--- src/rtl/pcg_pkg.sv ---
// package of constants and types for the primary cell capacity gauge
// Behaviour
// - Count discharge only while the sense potential is positive.
// - Converter pulses are worth 3.125 microvolt-hours each.
// - Sense inputs up to 0.5 V in magnitude are handled.
// - Sense signals below 250 microvolts are filtered out of counting.
// - Cell voltage samples are stored in the reading register at 0Bh.
// - First empty threshold defaults 0.76 V; final sits 0.10 V lower.
// - Eight consecutive low samples over four seconds set that flag at 01h.
// - Empty flags stay set whatever the later voltage does.
// - Temperature is stored at 02h and feeds efficiency compensation.
// - Each counted unit increments the discharge accumulator at 2Eh.
// - Discharge accumulator is 16 bits in full-count units.
// - Compensated capacity equals efficiency times full reference minus accumulator.
// - Peak discharge rate is held, used for efficiency, readable at 12h.
// - Temperature part of efficiency follows live temperature, unlatched.
// - Full reference starts at full count or zero; only host rewrites it.
// - All six straps are sampled once after reset and latched.
// - First two straps pick one of nine full counts, 26112 to 48128.
// - Scale strap picks 1/40, 1/80 or 1/160 mVh per count.
// - Selected full count reads back at 10h.
// - LEDs show capacity against full count while the button is held.
// - High initial-capacity strap copies full count into the reference.
// - Latched compensation strap chooses one of three efficiency tables.
// - Display-mode strap selects two, four or five segments.
package pcg_pkg;
	// three-level strap as seen by the pad receiver
	typedef enum logic [1:0] {
		PCG_LVL_L = 2'h0,
		PCG_LVL_Z = 2'h1,
		PCG_LVL_H = 2'h2
	} pcg_level_t;

	typedef struct packed {
		pcg_level_t fullA;
		pcg_level_t fullB;
		pcg_level_t scale;
		pcg_level_t comp;
		pcg_level_t disp;
		pcg_level_t init;
	} pcg_straps_t;

	// register write request from the serial front end
	typedef struct packed {
		logic en;
		logic [7:0] addr;
		logic [7:0] data;
	} pcg_wr_t;

	typedef enum logic [1:0] {
		PCG_ST_RESET = 2'h0,
		PCG_ST_LATCH = 2'h1,
		PCG_ST_RUN = 2'h3
	} pcg_state_t;

	localparam logic [7:0] PCG_ADR_FLAGS = 8'h01;
	localparam logic [7:0] PCG_ADR_TEMP = 8'h02;
	localparam logic [7:0] PCG_ADR_VOLT = 8'h0B;
	localparam logic [7:0] PCG_ADR_CAPL = 8'h0E;
	localparam logic [7:0] PCG_ADR_CAPH = 8'h0F;
	localparam logic [7:0] PCG_ADR_FULL = 8'h10;
	localparam logic [7:0] PCG_ADR_FREF = 8'h11;
	localparam logic [7:0] PCG_ADR_PEAK = 8'h12;
	localparam logic [7:0] PCG_ADR_RATE = 8'h13;
	localparam logic [7:0] PCG_ADR_DACL = 8'h2E;
	localparam logic [7:0] PCG_ADR_DACH = 8'h2F;

	localparam int PCG_BIT_FINAL = 0;
	localparam int PCG_BIT_FIRST = 1;

	// nine full counts, strap A then strap B
	localparam logic [15:0] PCG_FC_HH = 16'hBC00; // 48128
	localparam logic [15:0] PCG_FC_HZ = 16'hB400; // 46080
	localparam logic [15:0] PCG_FC_HL = 16'hA900; // 43264
	localparam logic [15:0] PCG_FC_ZH = 16'h9C00; // 39936
	localparam logic [15:0] PCG_FC_ZZ = 16'h9600; // 38400
	localparam logic [15:0] PCG_FC_ZL = 16'h8D00; // 36096
	localparam logic [15:0] PCG_FC_LH = 16'h7C00; // 31744
	localparam logic [15:0] PCG_FC_LZ = 16'h7100; // 28928
	localparam logic [15:0] PCG_FC_LL = 16'h6600; // 26112

	// converter resolution in nano-volt-hours and count scales
	localparam int PCG_PULSE_NVH = 3125;
	localparam int PCG_SCALE40_NVH = 25000;
	localparam int PCG_SCALE80_NVH = 12500;
	localparam int PCG_SCALE160_NVH = 6250;
	localparam logic [3:0] PCG_DIV40 = 4'(PCG_SCALE40_NVH / PCG_PULSE_NVH);
	localparam logic [3:0] PCG_DIV80 = 4'(PCG_SCALE80_NVH / PCG_PULSE_NVH);
	localparam logic [3:0] PCG_DIV160 = 4'(PCG_SCALE160_NVH / PCG_PULSE_NVH);

	// sense filter, microvolts
	localparam int PCG_SENSE_MAX_UV = 500000;
	localparam int PCG_SENSE_MIN_UV = 250;

	// empty thresholds in millivolts
	localparam int PCG_FIRST_MV = 760;
	localparam int PCG_FINAL_STEP_MV = 100;
	localparam int PCG_LOW_SAMPLES = 8;
	localparam int PCG_LOW_WINDOW_MS = 4000;

	localparam int PCG_CLK_MHZ = 200;
	localparam int PCG_PCT_FULL = 100;
	localparam int PCG_SEG2 = 2;
	localparam int PCG_SEG4 = 4;
	localparam int PCG_SEG5 = 5;
endpackage

--- src/rtl/pcg_gauge.sv ---
// capacity accounting core of the primary cell gauge
module pcg_gauge #(
	parameter int VOLT_LSB_MV = 4,
	parameter int SAMPLE_CYCLES =
		(pcg_pkg::PCG_LOW_WINDOW_MS / pcg_pkg::PCG_LOW_SAMPLES) * 1000
		* pcg_pkg::PCG_CLK_MHZ,
	parameter int RATE_WINDOW_CYCLES = 200000000,
	parameter int SENSE_W = 21
) (
	input wire logic clk,
	input wire logic rst_n,
	input wire pcg_pkg::pcg_straps_t straps,
	input wire logic converterPulse,
	input wire logic signed [SENSE_W-1:0] senseMicrovolts,
	input wire logic [7:0] cellVoltage,
	input wire logic [7:0] temperature,
	input wire logic temperatureValid,
	input wire logic [7:0] efficiencyPercent,
	input wire logic displayButton,
	input wire pcg_pkg::pcg_wr_t regWrite,
	input wire logic [7:0] regReadAddr,
	output logic [7:0] regReadData,
	output pcg_pkg::pcg_level_t efficiencyTable,
	output logic [7:0] efficiencyRate,
	output logic [7:0] efficiencyTemp,
	output logic [4:0] ledSegments,
	output logic configReady
);
	localparam logic [7:0] FIRST_CNT =
		8'(pcg_pkg::PCG_FIRST_MV / VOLT_LSB_MV);
	localparam logic [7:0] FINAL_CNT = 8'((pcg_pkg::PCG_FIRST_MV
		- pcg_pkg::PCG_FINAL_STEP_MV) / VOLT_LSB_MV);
	localparam logic [SENSE_W-1:0] MIN_UV =
		SENSE_W'(pcg_pkg::PCG_SENSE_MIN_UV);
	localparam logic [SENSE_W-1:0] MAX_UV =
		SENSE_W'(pcg_pkg::PCG_SENSE_MAX_UV);
	localparam logic [3:0] LOW_N = 4'(pcg_pkg::PCG_LOW_SAMPLES);

	// full count chosen by the two full-count straps
	function automatic logic [15:0] fullCount(
		input pcg_pkg::pcg_level_t a,
		input pcg_pkg::pcg_level_t b
	);
		logic [15:0] r;
		r = pcg_pkg::PCG_FC_LL;
		case ({a, b})
			{pcg_pkg::PCG_LVL_H, pcg_pkg::PCG_LVL_H}: r = pcg_pkg::PCG_FC_HH;
			{pcg_pkg::PCG_LVL_H, pcg_pkg::PCG_LVL_Z}: r = pcg_pkg::PCG_FC_HZ;
			{pcg_pkg::PCG_LVL_H, pcg_pkg::PCG_LVL_L}: r = pcg_pkg::PCG_FC_HL;
			{pcg_pkg::PCG_LVL_Z, pcg_pkg::PCG_LVL_H}: r = pcg_pkg::PCG_FC_ZH;
			{pcg_pkg::PCG_LVL_Z, pcg_pkg::PCG_LVL_Z}: r = pcg_pkg::PCG_FC_ZZ;
			{pcg_pkg::PCG_LVL_Z, pcg_pkg::PCG_LVL_L}: r = pcg_pkg::PCG_FC_ZL;
			{pcg_pkg::PCG_LVL_L, pcg_pkg::PCG_LVL_H}: r = pcg_pkg::PCG_FC_LH;
			{pcg_pkg::PCG_LVL_L, pcg_pkg::PCG_LVL_Z}: r = pcg_pkg::PCG_FC_LZ;
			default: r = pcg_pkg::PCG_FC_LL;
		endcase
		return r;
	endfunction

	// converter pulses that make one accumulator count
	function automatic logic [3:0] pulsesPerCount(
		input pcg_pkg::pcg_level_t s
	);
		logic [3:0] r;
		case (s)
			pcg_pkg::PCG_LVL_H: r = pcg_pkg::PCG_DIV40;
			pcg_pkg::PCG_LVL_Z: r = pcg_pkg::PCG_DIV80;
			default: r = pcg_pkg::PCG_DIV160;
		endcase
		return r;
	endfunction

	// segment count for the display mode
	function automatic logic [2:0] segCount(
		input pcg_pkg::pcg_level_t s
	);
		logic [2:0] r;
		case (s)
			pcg_pkg::PCG_LVL_H: r = 3'(pcg_pkg::PCG_SEG4);
			pcg_pkg::PCG_LVL_Z: r = 3'(pcg_pkg::PCG_SEG5);
			default: r = 3'(pcg_pkg::PCG_SEG2);
		endcase
		return r;
	endfunction

	logic rstMeta_ff;
	logic rstSync_ff;
	logic rstSyncN;
	pcg_pkg::pcg_state_t state_ff;
	logic [15:0] fullCount_ff;
	logic [3:0] pulseDiv_ff;
	logic [2:0] segMode_ff;
	logic [3:0] pulseCnt_ff;
	logic [15:0] dac_ff;
	logic [7:0] fullRef_ff;
	logic [7:0] volt_ff;
	logic [7:0] temp_ff;
	logic [1:0] emptyFlags_ff;
	logic [3:0] firstRun_ff;
	logic [3:0] finalRun_ff;
	logic [31:0] sampleTimer_ff;
	logic [31:0] rateTimer_ff;
	logic [7:0] rateCnt_ff;
	logic [7:0] rate_ff;
	logic [7:0] peak_ff;
	logic [15:0] cap_ff;
	logic countPulse;
	logic accTick;
	logic sampleTick;
	logic rateTick;
	logic [23:0] nxt_compFull;
	logic [15:0] compFullSat;
	logic [18:0] capScaled;
	logic [15:0] strapFull;

	// reset release through two flops
	always_ff @(posedge clk or negedge rst_n) begin
		if (!rst_n) begin
			rstMeta_ff <= 1'b0;
			rstSync_ff <= 1'b0;
		end else begin
			rstMeta_ff <= 1'b1;
			rstSync_ff <= rstMeta_ff;
		end
	end
	assign rstSyncN = rstSync_ff;

	// start-up sequencing: one strap sample then run
	always_ff @(posedge clk or negedge rstSyncN) begin
		if (!rstSyncN) begin
			state_ff <= pcg_pkg::PCG_ST_RESET;
		end else begin
			case (state_ff)
				pcg_pkg::PCG_ST_RESET: state_ff <= pcg_pkg::PCG_ST_LATCH;
				pcg_pkg::PCG_ST_LATCH: state_ff <= pcg_pkg::PCG_ST_RUN;
				pcg_pkg::PCG_ST_RUN: state_ff <= pcg_pkg::PCG_ST_RUN;
				default: state_ff <= pcg_pkg::PCG_ST_RESET;
			endcase
		end
	end

	// full count decoded from the live straps, used only while latching
	assign strapFull = fullCount(straps.fullA, straps.fullB);

	// strap latch, taken once after reset release
	always_ff @(posedge clk or negedge rstSyncN) begin
		if (!rstSyncN) begin
			fullCount_ff <= pcg_pkg::PCG_FC_LL;
			pulseDiv_ff <= pcg_pkg::PCG_DIV160;
			segMode_ff <= 3'(pcg_pkg::PCG_SEG2);
			efficiencyTable <= pcg_pkg::PCG_LVL_L;
		end else if (state_ff == pcg_pkg::PCG_ST_LATCH) begin
			fullCount_ff <= strapFull;
			pulseDiv_ff <= pulsesPerCount(straps.scale);
			segMode_ff <= segCount(straps.disp);
			efficiencyTable <= straps.comp;
		end
	end

	always_ff @(posedge clk or negedge rstSyncN) begin
		if (!rstSyncN) begin
			configReady <= 1'b0;
		end else begin
			configReady <= state_ff == pcg_pkg::PCG_ST_RUN;
		end
	end

	// magnitude filter: positive and between the two thresholds only
	assign countPulse = converterPulse
		&& (state_ff == pcg_pkg::PCG_ST_RUN)
		&& !senseMicrovolts[SENSE_W-1]
		&& ($unsigned(senseMicrovolts) >= MIN_UV)
		&& ($unsigned(senseMicrovolts) <= MAX_UV);

	// prescale converter pulses to accumulator units
	always_ff @(posedge clk or negedge rstSyncN) begin
		if (!rstSyncN) begin
			pulseCnt_ff <= 4'h0;
		end else if (countPulse) begin
			if (pulseCnt_ff + 4'h1 >= pulseDiv_ff) begin
				pulseCnt_ff <= 4'h0;
			end else begin
				pulseCnt_ff <= pulseCnt_ff + 4'h1;
			end
		end
	end
	assign accTick = countPulse && (pulseCnt_ff + 4'h1 >= pulseDiv_ff);

	// discharge accumulator; a host byte write wins over a count
	always_ff @(posedge clk or negedge rstSyncN) begin
		if (!rstSyncN) begin
			dac_ff <= 16'h0000;
		end else if (regWrite.en && regWrite.addr == pcg_pkg::PCG_ADR_DACL) begin
			dac_ff <= {dac_ff[15:8], regWrite.data};
		end else if (regWrite.en && regWrite.addr == pcg_pkg::PCG_ADR_DACH) begin
			dac_ff <= {regWrite.data, dac_ff[7:0]};
		end else if (accTick) begin
			dac_ff <= dac_ff + 16'h0001;
		end
	end

	// full reference: from straps at start, then host only
	always_ff @(posedge clk or negedge rstSyncN) begin
		if (!rstSyncN) begin
			fullRef_ff <= 8'h00;
		end else if (state_ff == pcg_pkg::PCG_ST_LATCH) begin
			if (straps.init == pcg_pkg::PCG_LVL_H) begin
				fullRef_ff <= strapFull[15:8];
			end else begin
				fullRef_ff <= 8'h00;
			end
		end else if (regWrite.en && regWrite.addr == pcg_pkg::PCG_ADR_FREF) begin
			fullRef_ff <= regWrite.data;
		end
	end

	// half-second sample timer for the voltage checks
	always_ff @(posedge clk or negedge rstSyncN) begin
		if (!rstSyncN) begin
			sampleTimer_ff <= 32'h0;
		end else if (sampleTimer_ff >= 32'(SAMPLE_CYCLES - 1)) begin
			sampleTimer_ff <= 32'h0;
		end else begin
			sampleTimer_ff <= sampleTimer_ff + 32'h1;
		end
	end
	assign sampleTick = sampleTimer_ff >= 32'(SAMPLE_CYCLES - 1);

	// cell voltage reading
	always_ff @(posedge clk or negedge rstSyncN) begin
		if (!rstSyncN) begin
			volt_ff <= 8'h00;
		end else if (sampleTick) begin
			volt_ff <= cellVoltage;
		end
	end

	// consecutive low sample runs, one per threshold
	always_ff @(posedge clk or negedge rstSyncN) begin
		if (!rstSyncN) begin
			firstRun_ff <= 4'h0;
			finalRun_ff <= 4'h0;
		end else if (sampleTick) begin
			if (cellVoltage < FIRST_CNT) begin
				firstRun_ff <= (firstRun_ff == LOW_N) ? LOW_N : firstRun_ff + 4'h1;
			end else begin
				firstRun_ff <= 4'h0;
			end
			if (cellVoltage < FINAL_CNT) begin
				finalRun_ff <= (finalRun_ff == LOW_N) ? LOW_N : finalRun_ff + 4'h1;
			end else begin
				finalRun_ff <= 4'h0;
			end
		end
	end

	// sticky empty flags
	always_ff @(posedge clk or negedge rstSyncN) begin
		if (!rstSyncN) begin
			emptyFlags_ff <= 2'h0;
		end else begin
			if (firstRun_ff == LOW_N) begin
				emptyFlags_ff[pcg_pkg::PCG_BIT_FIRST] <= 1'b1;
			end
			if (finalRun_ff == LOW_N) begin
				emptyFlags_ff[pcg_pkg::PCG_BIT_FINAL] <= 1'b1;
			end
		end
	end

	// live temperature
	always_ff @(posedge clk or negedge rstSyncN) begin
		if (!rstSyncN) begin
			temp_ff <= 8'h00;
		end else if (temperatureValid) begin
			temp_ff <= temperature;
		end
	end

	// discharge rate: counts per window, saturating
	always_ff @(posedge clk or negedge rstSyncN) begin
		if (!rstSyncN) begin
			rateTimer_ff <= 32'h0;
		end else if (rateTick) begin
			rateTimer_ff <= 32'h0;
		end else begin
			rateTimer_ff <= rateTimer_ff + 32'h1;
		end
	end
	assign rateTick = rateTimer_ff >= 32'(RATE_WINDOW_CYCLES - 1);

	always_ff @(posedge clk or negedge rstSyncN) begin
		if (!rstSyncN) begin
			rateCnt_ff <= 8'h00;
			rate_ff <= 8'h00;
		end else if (rateTick) begin
			rateCnt_ff <= {7'h00, accTick};
			rate_ff <= rateCnt_ff;
		end else if (accTick && rateCnt_ff != 8'hFF) begin
			rateCnt_ff <= rateCnt_ff + 8'h01;
		end
	end

	// peak-held rate for the efficiency lookup
	always_ff @(posedge clk or negedge rstSyncN) begin
		if (!rstSyncN) begin
			peak_ff <= 8'h00;
		end else if (rate_ff > peak_ff) begin
			peak_ff <= rate_ff;
		end
	end

	// lookup operands: held peak, live temperature
	always_ff @(posedge clk or negedge rstSyncN) begin
		if (!rstSyncN) begin
			efficiencyRate <= 8'h00;
			efficiencyTemp <= 8'h00;
		end else begin
			efficiencyRate <= peak_ff;
			efficiencyTemp <= temp_ff;
		end
	end

	// efficiency times reference, in accumulator units
	always_comb begin
		nxt_compFull = 24'((32'(efficiencyPercent) * 32'(fullRef_ff) * 32'h100)
			/ pcg_pkg::PCG_PCT_FULL);
		compFullSat = (nxt_compFull > 24'h00FFFF) ? 16'hFFFF : nxt_compFull[15:0];
	end

	// compensated capacity, floored at zero
	always_ff @(posedge clk or negedge rstSyncN) begin
		if (!rstSyncN) begin
			cap_ff <= 16'h0000;
		end else if (compFullSat > dac_ff) begin
			cap_ff <= compFullSat - dac_ff;
		end else begin
			cap_ff <= 16'h0000;
		end
	end

	// segment display against the full count, button gated
	assign capScaled = 19'(cap_ff) * 19'(segMode_ff);
	always_ff @(posedge clk or negedge rstSyncN) begin
		if (!rstSyncN) begin
			ledSegments <= 5'h00;
		end else begin
			for (int k = 0; k < 5; k++) begin
				ledSegments[k] <= displayButton
					&& (3'(k) < segMode_ff)
					&& (capScaled > 19'(19'(k) * 19'(fullCount_ff)));
			end
		end
	end

	// register readback
	always_ff @(posedge clk or negedge rstSyncN) begin
		if (!rstSyncN) begin
			regReadData <= 8'h00;
		end else begin
			case (regReadAddr)
				pcg_pkg::PCG_ADR_FLAGS: regReadData <= {6'h00, emptyFlags_ff};
				pcg_pkg::PCG_ADR_TEMP: regReadData <= temp_ff;
				pcg_pkg::PCG_ADR_VOLT: regReadData <= volt_ff;
				pcg_pkg::PCG_ADR_CAPL: regReadData <= cap_ff[7:0];
				pcg_pkg::PCG_ADR_CAPH: regReadData <= cap_ff[15:8];
				pcg_pkg::PCG_ADR_FULL: regReadData <= fullCount_ff[15:8];
				pcg_pkg::PCG_ADR_FREF: regReadData <= fullRef_ff;
				pcg_pkg::PCG_ADR_PEAK: regReadData <= peak_ff;
				pcg_pkg::PCG_ADR_RATE: regReadData <= rate_ff;
				pcg_pkg::PCG_ADR_DACL: regReadData <= dac_ff[7:0];
				pcg_pkg::PCG_ADR_DACH: regReadData <= dac_ff[15:8];
				default: regReadData <= 8'h00;
			endcase
		end
	end
endmodule

--- config.mk ---
export PLATFORM = sky130hd
export DESIGN_NAME = pcg_gauge
export DESIGN_NICKNAME = d
export VERILOG_FILES = /design/src/rtl/pcg_pkg.sv /design/src/rtl/pcg_gauge.sv
export SDC_FILE = /design/constraint.sdc
export NUM_CORES = 1
export LEC_CHECK = 0
export ABC_AREA = 1
export BUFFER_PORTS_ARGS = -buffer_cell sky130_fd_sc_hd__buf_4
export CAP_MARGIN = 10
export CELL_PAD_IN_SITES_DETAIL_PLACEMENT = 0
export CELL_PAD_IN_SITES_GLOBAL_PLACEMENT = 1
export CORE_MARGIN = 10
export CORE_UTILIZATION = 42
export CTS_CLUSTER_DIAMETER = 60
export CTS_CLUSTER_SIZE = 28
export DETAILED_ROUTE_END_ITERATION = 12
export GPL_TIMING_DRIVEN = 0
export PLACE_DENSITY = 0.81
export SKIP_LAST_GASP = 1
export SYNTH_ARGS = -nofsm -noshare
export SYNTH_HDL_FRONTEND = slang
export SYNTH_SLANG_ARGS = --single-unit
--- constraint.sdc ---
create_clock -name clk -period 6.4 [get_ports clk]
set_input_delay 0.96 -clock clk [delete_from_list [all_inputs] [get_ports clk]]
set_output_delay 0.96 -clock clk [all_outputs]
set_load 0.01 [all_outputs]
# Word-level counts from Yosys, hierarchy flattened
# Memories as Yosys holds them, arrays and structs flattened.
# Index checks and enable logic that the tools add are counted.
# totals
memories	1
rom_bits	128
reg_bits	217
# op_classes
n_div	1
add_sub_neg	8
reduce_logical	28
eq_ne	25
bitwise_logic	1
n_lt_le_gt_ge	20
multipliers	3
mux	21
# memory_table
name	depth	word_bits	read_ports	rd_ports_with_merged_regs	wr	line_no	text
(name not given)	16	8	1	0	0	pcg_gauge.sv:46	case ({a, b})
# ops
operator	count
one-hot mux 8 bit (11 select lines)	1
adder 32 x 1 -> 32 bit, second input constant	2
2-to-1 mux 16 bit	4
2-to-1 mux 32 bit	2
2-to-1 mux 8 bit	6
== test 8 x 5 -> 1 bit, second input constant	5
> comparator 19 x 18 -> 1 bit	2
divider 24 x 7 -> 32 bit, second input constant	1
== test 8 x 6 -> 1 bit, second input constant	4
greater-or-equal comparator 32 x 27 -> 1 bit, second input constant	1
greater-or-equal comparator 32 x 28 -> 1 bit, second input constant	1
== test 8 x 4 -> 1 bit, second input constant	3
> comparator 24 x 16 -> 1 bit, second input constant	1
greater-or-equal comparator 21 x 8 -> 1 bit, second input constant	1
<= comparator 21 x 19 -> 1 bit, second input constant	1
2-to-1 mux 4 bit	5
> comparator 19 x 1 -> 1 bit, second input constant	1
> comparator 19 x 16 -> 1 bit	1
> comparator 19 x 17 -> 1 bit	1
logical AND 1 bit	19
multiplier 16 x 3 -> 19 bit	1
multiplier 2 x 16 -> 18 bit, first input constant	1
adder 16 x 1 -> 16 bit, second input constant	1
> comparator 16 bit	1
26 further kinds	41

# Logic depth before layout (Yosys ltp)
# depth
word_depth	9
mapped_depth	140

# Worst setup path before layout
# No wires, ideal clock.
# synth_path
path_kind	input port to flip-flop
start	input port efficiencyPercent[3]
end	register cap_ff[11]
required_ps	6268
setup_slack_ps	-9547
path_stages	129
t_arrival_ps	15815
cell_sequence	clkbuf_1 -> nand2_1 -> fa_1 -> fa_1 -> inv_1 -> fa_1 -> inv_1 -> fa_1 -> inv_1 -> ha_1 -> nand2_1 -> inv_1 -> nand2_1 -> nand2_1 -> nand2_1 -> nand4_1 -> nand2_4 -> nand3_2 -> [... 93 more ...] -> fa_1 -> nand2_1 -> nand2_1 -> a21oi_1 -> nor2_1 -> nor2_1 -> o21bai_1 -> nand2_1 -> nand2_1 -> a21oi_1 -> o21ai_0 -> nand3_1 -> nand2_1 -> inv_1 -> o21ai_0 -> o41ai_1 -> clkbuf_1 -> nor2_1
# synth_between
elab_chain_len	6
elab_cells_between_ends	7
classes_between	add/sub: 1; mul: 1; div: 1; order compare: 2; mux: 2
# synth_rtl
item	line_no	text
start, declared	pcg_gauge.sv:18	input wire logic [7:0] efficiencyPercent,
multiplier 8 x 8 -> 16 bit (*)	pcg_gauge.sv:326	nxt_compFull = 24'((32'(efficiencyPercent) * 32'(fullRef_ff) * 32'h100)
divider 24 x 7 -> 32 bit (*)	pcg_gauge.sv:327	/ pcg_pkg::PCG_PCT_FULL);
> comparator 24 x 16 -> 1 bit	pcg_gauge.sv:328	compFullSat = (nxt_compFull > 24'h00FFFF) ? 16'hFFFF : nxt_compFull[15:0];
2-to-1 mux 16 bit (*)	pcg_gauge.sv:328	
subtractor 16 bit or > comparator 16 bit (tied branches)	pcg_gauge.sv:336, pcg_gauge.sv:335	
2-to-1 mux 16 bit (*)	pcg_gauge.sv:335	end else if (compFullSat > dac_ff) begin
end signal, assigned	pcg_gauge.sv:336	cap_ff <= compFullSat - dac_ff;
end, declared	pcg_gauge.sv:106	logic [15:0] cap_ff;
# Mark *: on every way between the ends. The rest lies on a longest branch, timed or not.
# A chain may end at the register's enable or synchronous reset.

# Worst setup path in the final report
# layout_path
start	register fullRef_ff[3]
end	register cap_ff[14]
# layout_between
elab_chain_len	6
elab_cells_between_ends	7
classes_between	add/sub: 1; mul: 1; div: 1; order compare: 2; mux: 2
# layout_rtl
item	line_no	text
start, declared	pcg_gauge.sv:95	logic [7:0] fullRef_ff;
start signal, assigned	pcg_gauge.sv:208	fullRef_ff <= strapFull[15:8];
start signal, assigned	pcg_gauge.sv:213	fullRef_ff <= regWrite.data;
multiplier 8 x 8 -> 16 bit (*)	pcg_gauge.sv:326	
divider 24 x 7 -> 32 bit (*)	pcg_gauge.sv:327	
> comparator 24 x 16 -> 1 bit	pcg_gauge.sv:328	
2-to-1 mux 16 bit (*)	pcg_gauge.sv:328	
subtractor 16 bit or > comparator 16 bit (tied branches)	pcg_gauge.sv:336, pcg_gauge.sv:335	
2-to-1 mux 16 bit (*)	pcg_gauge.sv:335	
# Marks and branches as above.

==> flow_metrics.env <==
export IMPL_cp_top_family="simple AND/OR/NAND/NOR gates"
export IMPL_arrival_ns=16.14
export IMPL_skew_ns=0.0164
export IMPL_first_global_vias=17782
export IMPL_initial_antenna_violation_count=1
export IMPL_dieWidth_um=232
export IMPL_synth_seq_area_share_pct=27.6
export IMPL_timing_hold_violations_final=0
export IMPL_drt_pre_antenna_iters=7
export IMPL_synth_most_common_cell="nand2_1"
export IMPL_wire_length_of_the_first_global_routing_pass_um=88300
export IMPL_worst_path_buf_inv=19
export IMPL_worst_r2r_startpoint="fullRef_ff[3]"
export IMPL_path_clk_slew_ns=0.09
export IMPL_fp_coreArea_mm2=0.0443
export IMPL_post_synth_fa_ha_maj_area_fraction_pct=15.5
export IMPL_clock_root_buffer="clkbuf_16"
export IMPL_synthFlopType="dfrtp_1"
export IMPL_clk_sinks=208
export IMPL_synth_top_family_by_area="simple AND/OR/NAND/NOR gates"
export IMPL_start_kind="register"
export IMPL_netlist_instances=2620
export IMPL_tritoncts_num_buffers=17
export IMPL_drive_above_1_share_pct=23.8
export IMPL_drcViolationCount=0
export IMPL_postRouteWirelength_um=55300
export IMPL_synth_edf_count=0
export IMPL_timing_final_crit_period_ns=15.74
export IMPL_ys_ff_latch=208
export IMPL_post_synth_mux_area_share_pct=0.172
export IMPL_violations="setup timing"
export IMPL_required_time_of_the_worst_setup_path_ns=6.80
export IMPL_critical_path_most_common_cell="nand2_4"
export IMPL_max_cap_violations=0
export IMPL_grt_max_degree=69
export IMPL_utilization_pct=54.0
export IMPL_fill_cells=4251
export IMPL_worst_slew_margin_rel_pct=31.6
export IMPL_place_port_buffers=110
export IMPL_drt_antenna_violating_nets=0
export IMPL_worstMarginPinSlew_ns=1.02
export IMPL_floorplan_initialDensity_pct=42.6
export IMPL_postSynth_asyncResetShare_pct=100
export IMPL_criticalPathCategory="reg2reg"
export IMPL_cp_end_kind="register"
export IMPL_detailroute_via_count=18313
export IMPL_path_depth=128
export IMPL_crit_end="cap_ff[14]"
export IMPL_cts_hold_buffers_added=0
export IMPL_num_rows=77
export IMPL_synth_yosys_warnings=0
export IMPL_synth_top_area_share_pct=26.8
export IMPL_reg2reg_depth=128
export IMPL_track_usage_pct=19.6
export IMPL_htree_levels=1
export IMPL_routed_len_inst_um=15.6
export IMPL_die_height_um=232
export IMPL_dpl_hpwl_um=41800
export IMPL_synth_simple_gate_area_share_pct=31.2
export IMPL_grt_overflow_total=0
export IMPL_layout_nets=3240
export IMPL_timing_final_crit_share_pct=246
export IMPL_timing_final_setup_violations=16
export IMPL_multi_input_area_mm2=0.0128
export IMPL_grt_setup_unrepaired="yes"
export IMPL_path_max_fanout=6
export IMPL_setup_tns_ns=-148.65
export IMPL_hold_path_class="in2async"
export IMPL_synthXorXnorAreaFrac_pct=2.88
export IMPL_report_final_slew_viol_count=0
export IMPL_die_area_mm2=0.0538
export IMPL_syn2layout_area_growth_pct=26.9
export IMPL_clock_latency_ns=0.51
export IMPL_max_clock_path_buffers=3
export IMPL_critical_path_reg2reg_endpoint="cap_ff[14]"
export IMPL_max_freq_mhz=63.6
export IMPL_worst_path_max_delay_cell="fa_1"
export IMPL_list_of_most_frequent_post_synthesis_cells="nand2_1 (558), inv_1 (487), nor2_1 (211)"
export IMPL_count_of_routing_violations_after_the_opening_detailed_route_iteration=1188
export IMPL_synth_top_cells_by_area="dfrtp_1 (27%), nand2_1 (11%), ha_1 (9.9%)"
export IMPL_viasPerCell=5.15
export IMPL_design_portCount=119
export IMPL_sequential_cell_area_mm2=0.00522
export IMPL_globalplace_congestion=0.901
export IMPL_setup_worst_path_start="fullRef_ff[3]"
export IMPL_compound_cell_area_share_of_the_yosys_netlist_pct=11.5
export IMPL_run_status="complete, but fails checks"
export IMPL_mappedNetlistArea_mm2=0.0189
export IMPL_syn_area_per_cell_um2=7.20
export IMPL_cts_tree="yes"
export IMPL_postLayoutSetupSlackWorst_ns=-9.34
export IMPL_reg2reg_slack_ns=-9.34
export IMPL_most_area_hungry_cell_type_in_the_yosys_netlist="dfrtp_1"
export IMPL_cpPeakStageDelay_ns=0.54
export IMPL_yosys_cell_types_count=69
[repair_timing]
item,CTS,global route
endpoints found under the setup margin,16,16
pin swaps,151,142
cloned,1,0
buffers inserted,137,60
resized for setup,145,99
[through the flow]
step / hold slack [ns] / cell area, µm² / setup WS [ns] / instances
final: 0.220 / 24000 / -9.34 / 3554
after global placement: 0.333 / 20800 / -10.57 / 3330
after floorplan: 0.331 / 19300 / -8.80 / 2628
after CTS: 0.199 / 23100 / -8.85 / 3493
after detailed placement: 0.286 / 20900 / -10.77 / 3334
after global routing: 0.209 / 23900 / -10.30 / 3553
[worst min-delay path by stage]
stage,to,slack [ns]
2_1_floorplan,rstSyncN,0.33
3_3_place_gp,rstSyncN,0.33
3_5_place_dp,rateTimer_ff[11],0.29
4_1_cts,rstSyncN,0.20
5_1_grt,rstSyncN,0.21
6_report,rstSyncN,0.22
[flip-flops by register name, summed over array words and instances, names as in the netlist, 8 cells and up]
signal and count:
regReadData 8, rateCnt_ff 8, efficiencyTemp 8, fullRef_ff 8, rateTimer_ff 32, cap_ff 16
dac_ff 16, efficiencyRate 8, temp_ff 8, fullCount_ff 8, rate_ff 8, volt_ff 8
peak_ff 8, sampleTimer_ff 32
[placed cells by master, fill, tap and decap left out, drive strengths merged, types with 6 or more instances in the layout]
master  count
nor3b      15
o22ai      23
xor2       45
nor3       53
nand3b      6
clkinv      6
o211ai      9
nand4      72
nor2      230
fa         53
o21ai     119
clkbuf     56
nand3     179
buf       311
nand2     646
xnor2      17
a21oi     120
a31oi      16
dfstp       6
ha        149
conb       10
nor4       12
o221ai      9
a211oi      8
dfrtp     202
inv       516
o21bai     18
a221oi      9
[metal layers]
metal  wire, µm  up-vias  track usage, %  share of wire, %
li1           -     9129               -                 -
met5          0        -               0                 0
met4       1370        0            5.57               2.5
met3       2800       79            2.71               5.1
met2      26400      412            33.7                48
met1      24700     8693            25.3                45
[worst reg2reg max path, delay by kind of cell (launching register included)]
kind,cells,cell delay (ns)
buf+inv,19,1.52
simple gates,87,8.41
compound gates,11,1.17
flops,1,0.52
fa+ha+maj,11,3.97
[final cells by class]
| type | instances | area share [%] |
|---|---|---|
| Buffer | 39 | 1.08 |
| Inverter | 512 | 8.14 |
| Multi-Input combinational cell | 1863 | 53.3 |
| Clock buffer | 18 | 1.83 |
| Tap cell | 592 | 3.09 |
| Antenna cell | 1 | 0.0104 |
| Sequential cell | 208 | 21.8 |
| Clock inverter | 11 | 0.632 |
| Timing Repair Buffer | 310 | 10.1 |
[logic make-up (layout without fill, tap and decap cells)]
kind of cell / after synthesis / after routing
AO/OA/AOI/OAI: 362 / 362
XOR/XNOR: 62 / 62
adder cells (fa/ha/maj): 202 / 202
buffers and inverters: 557 / 890
flip-flops: 208 / 208
multiplexers: 3 / 3
other: 2 / 11
AND/OR/NAND/NOR: 1224 / 1224
Power is not shown: default switching activity piles up to over one toggle a cycle in this logic, so the estimate is an artifact.
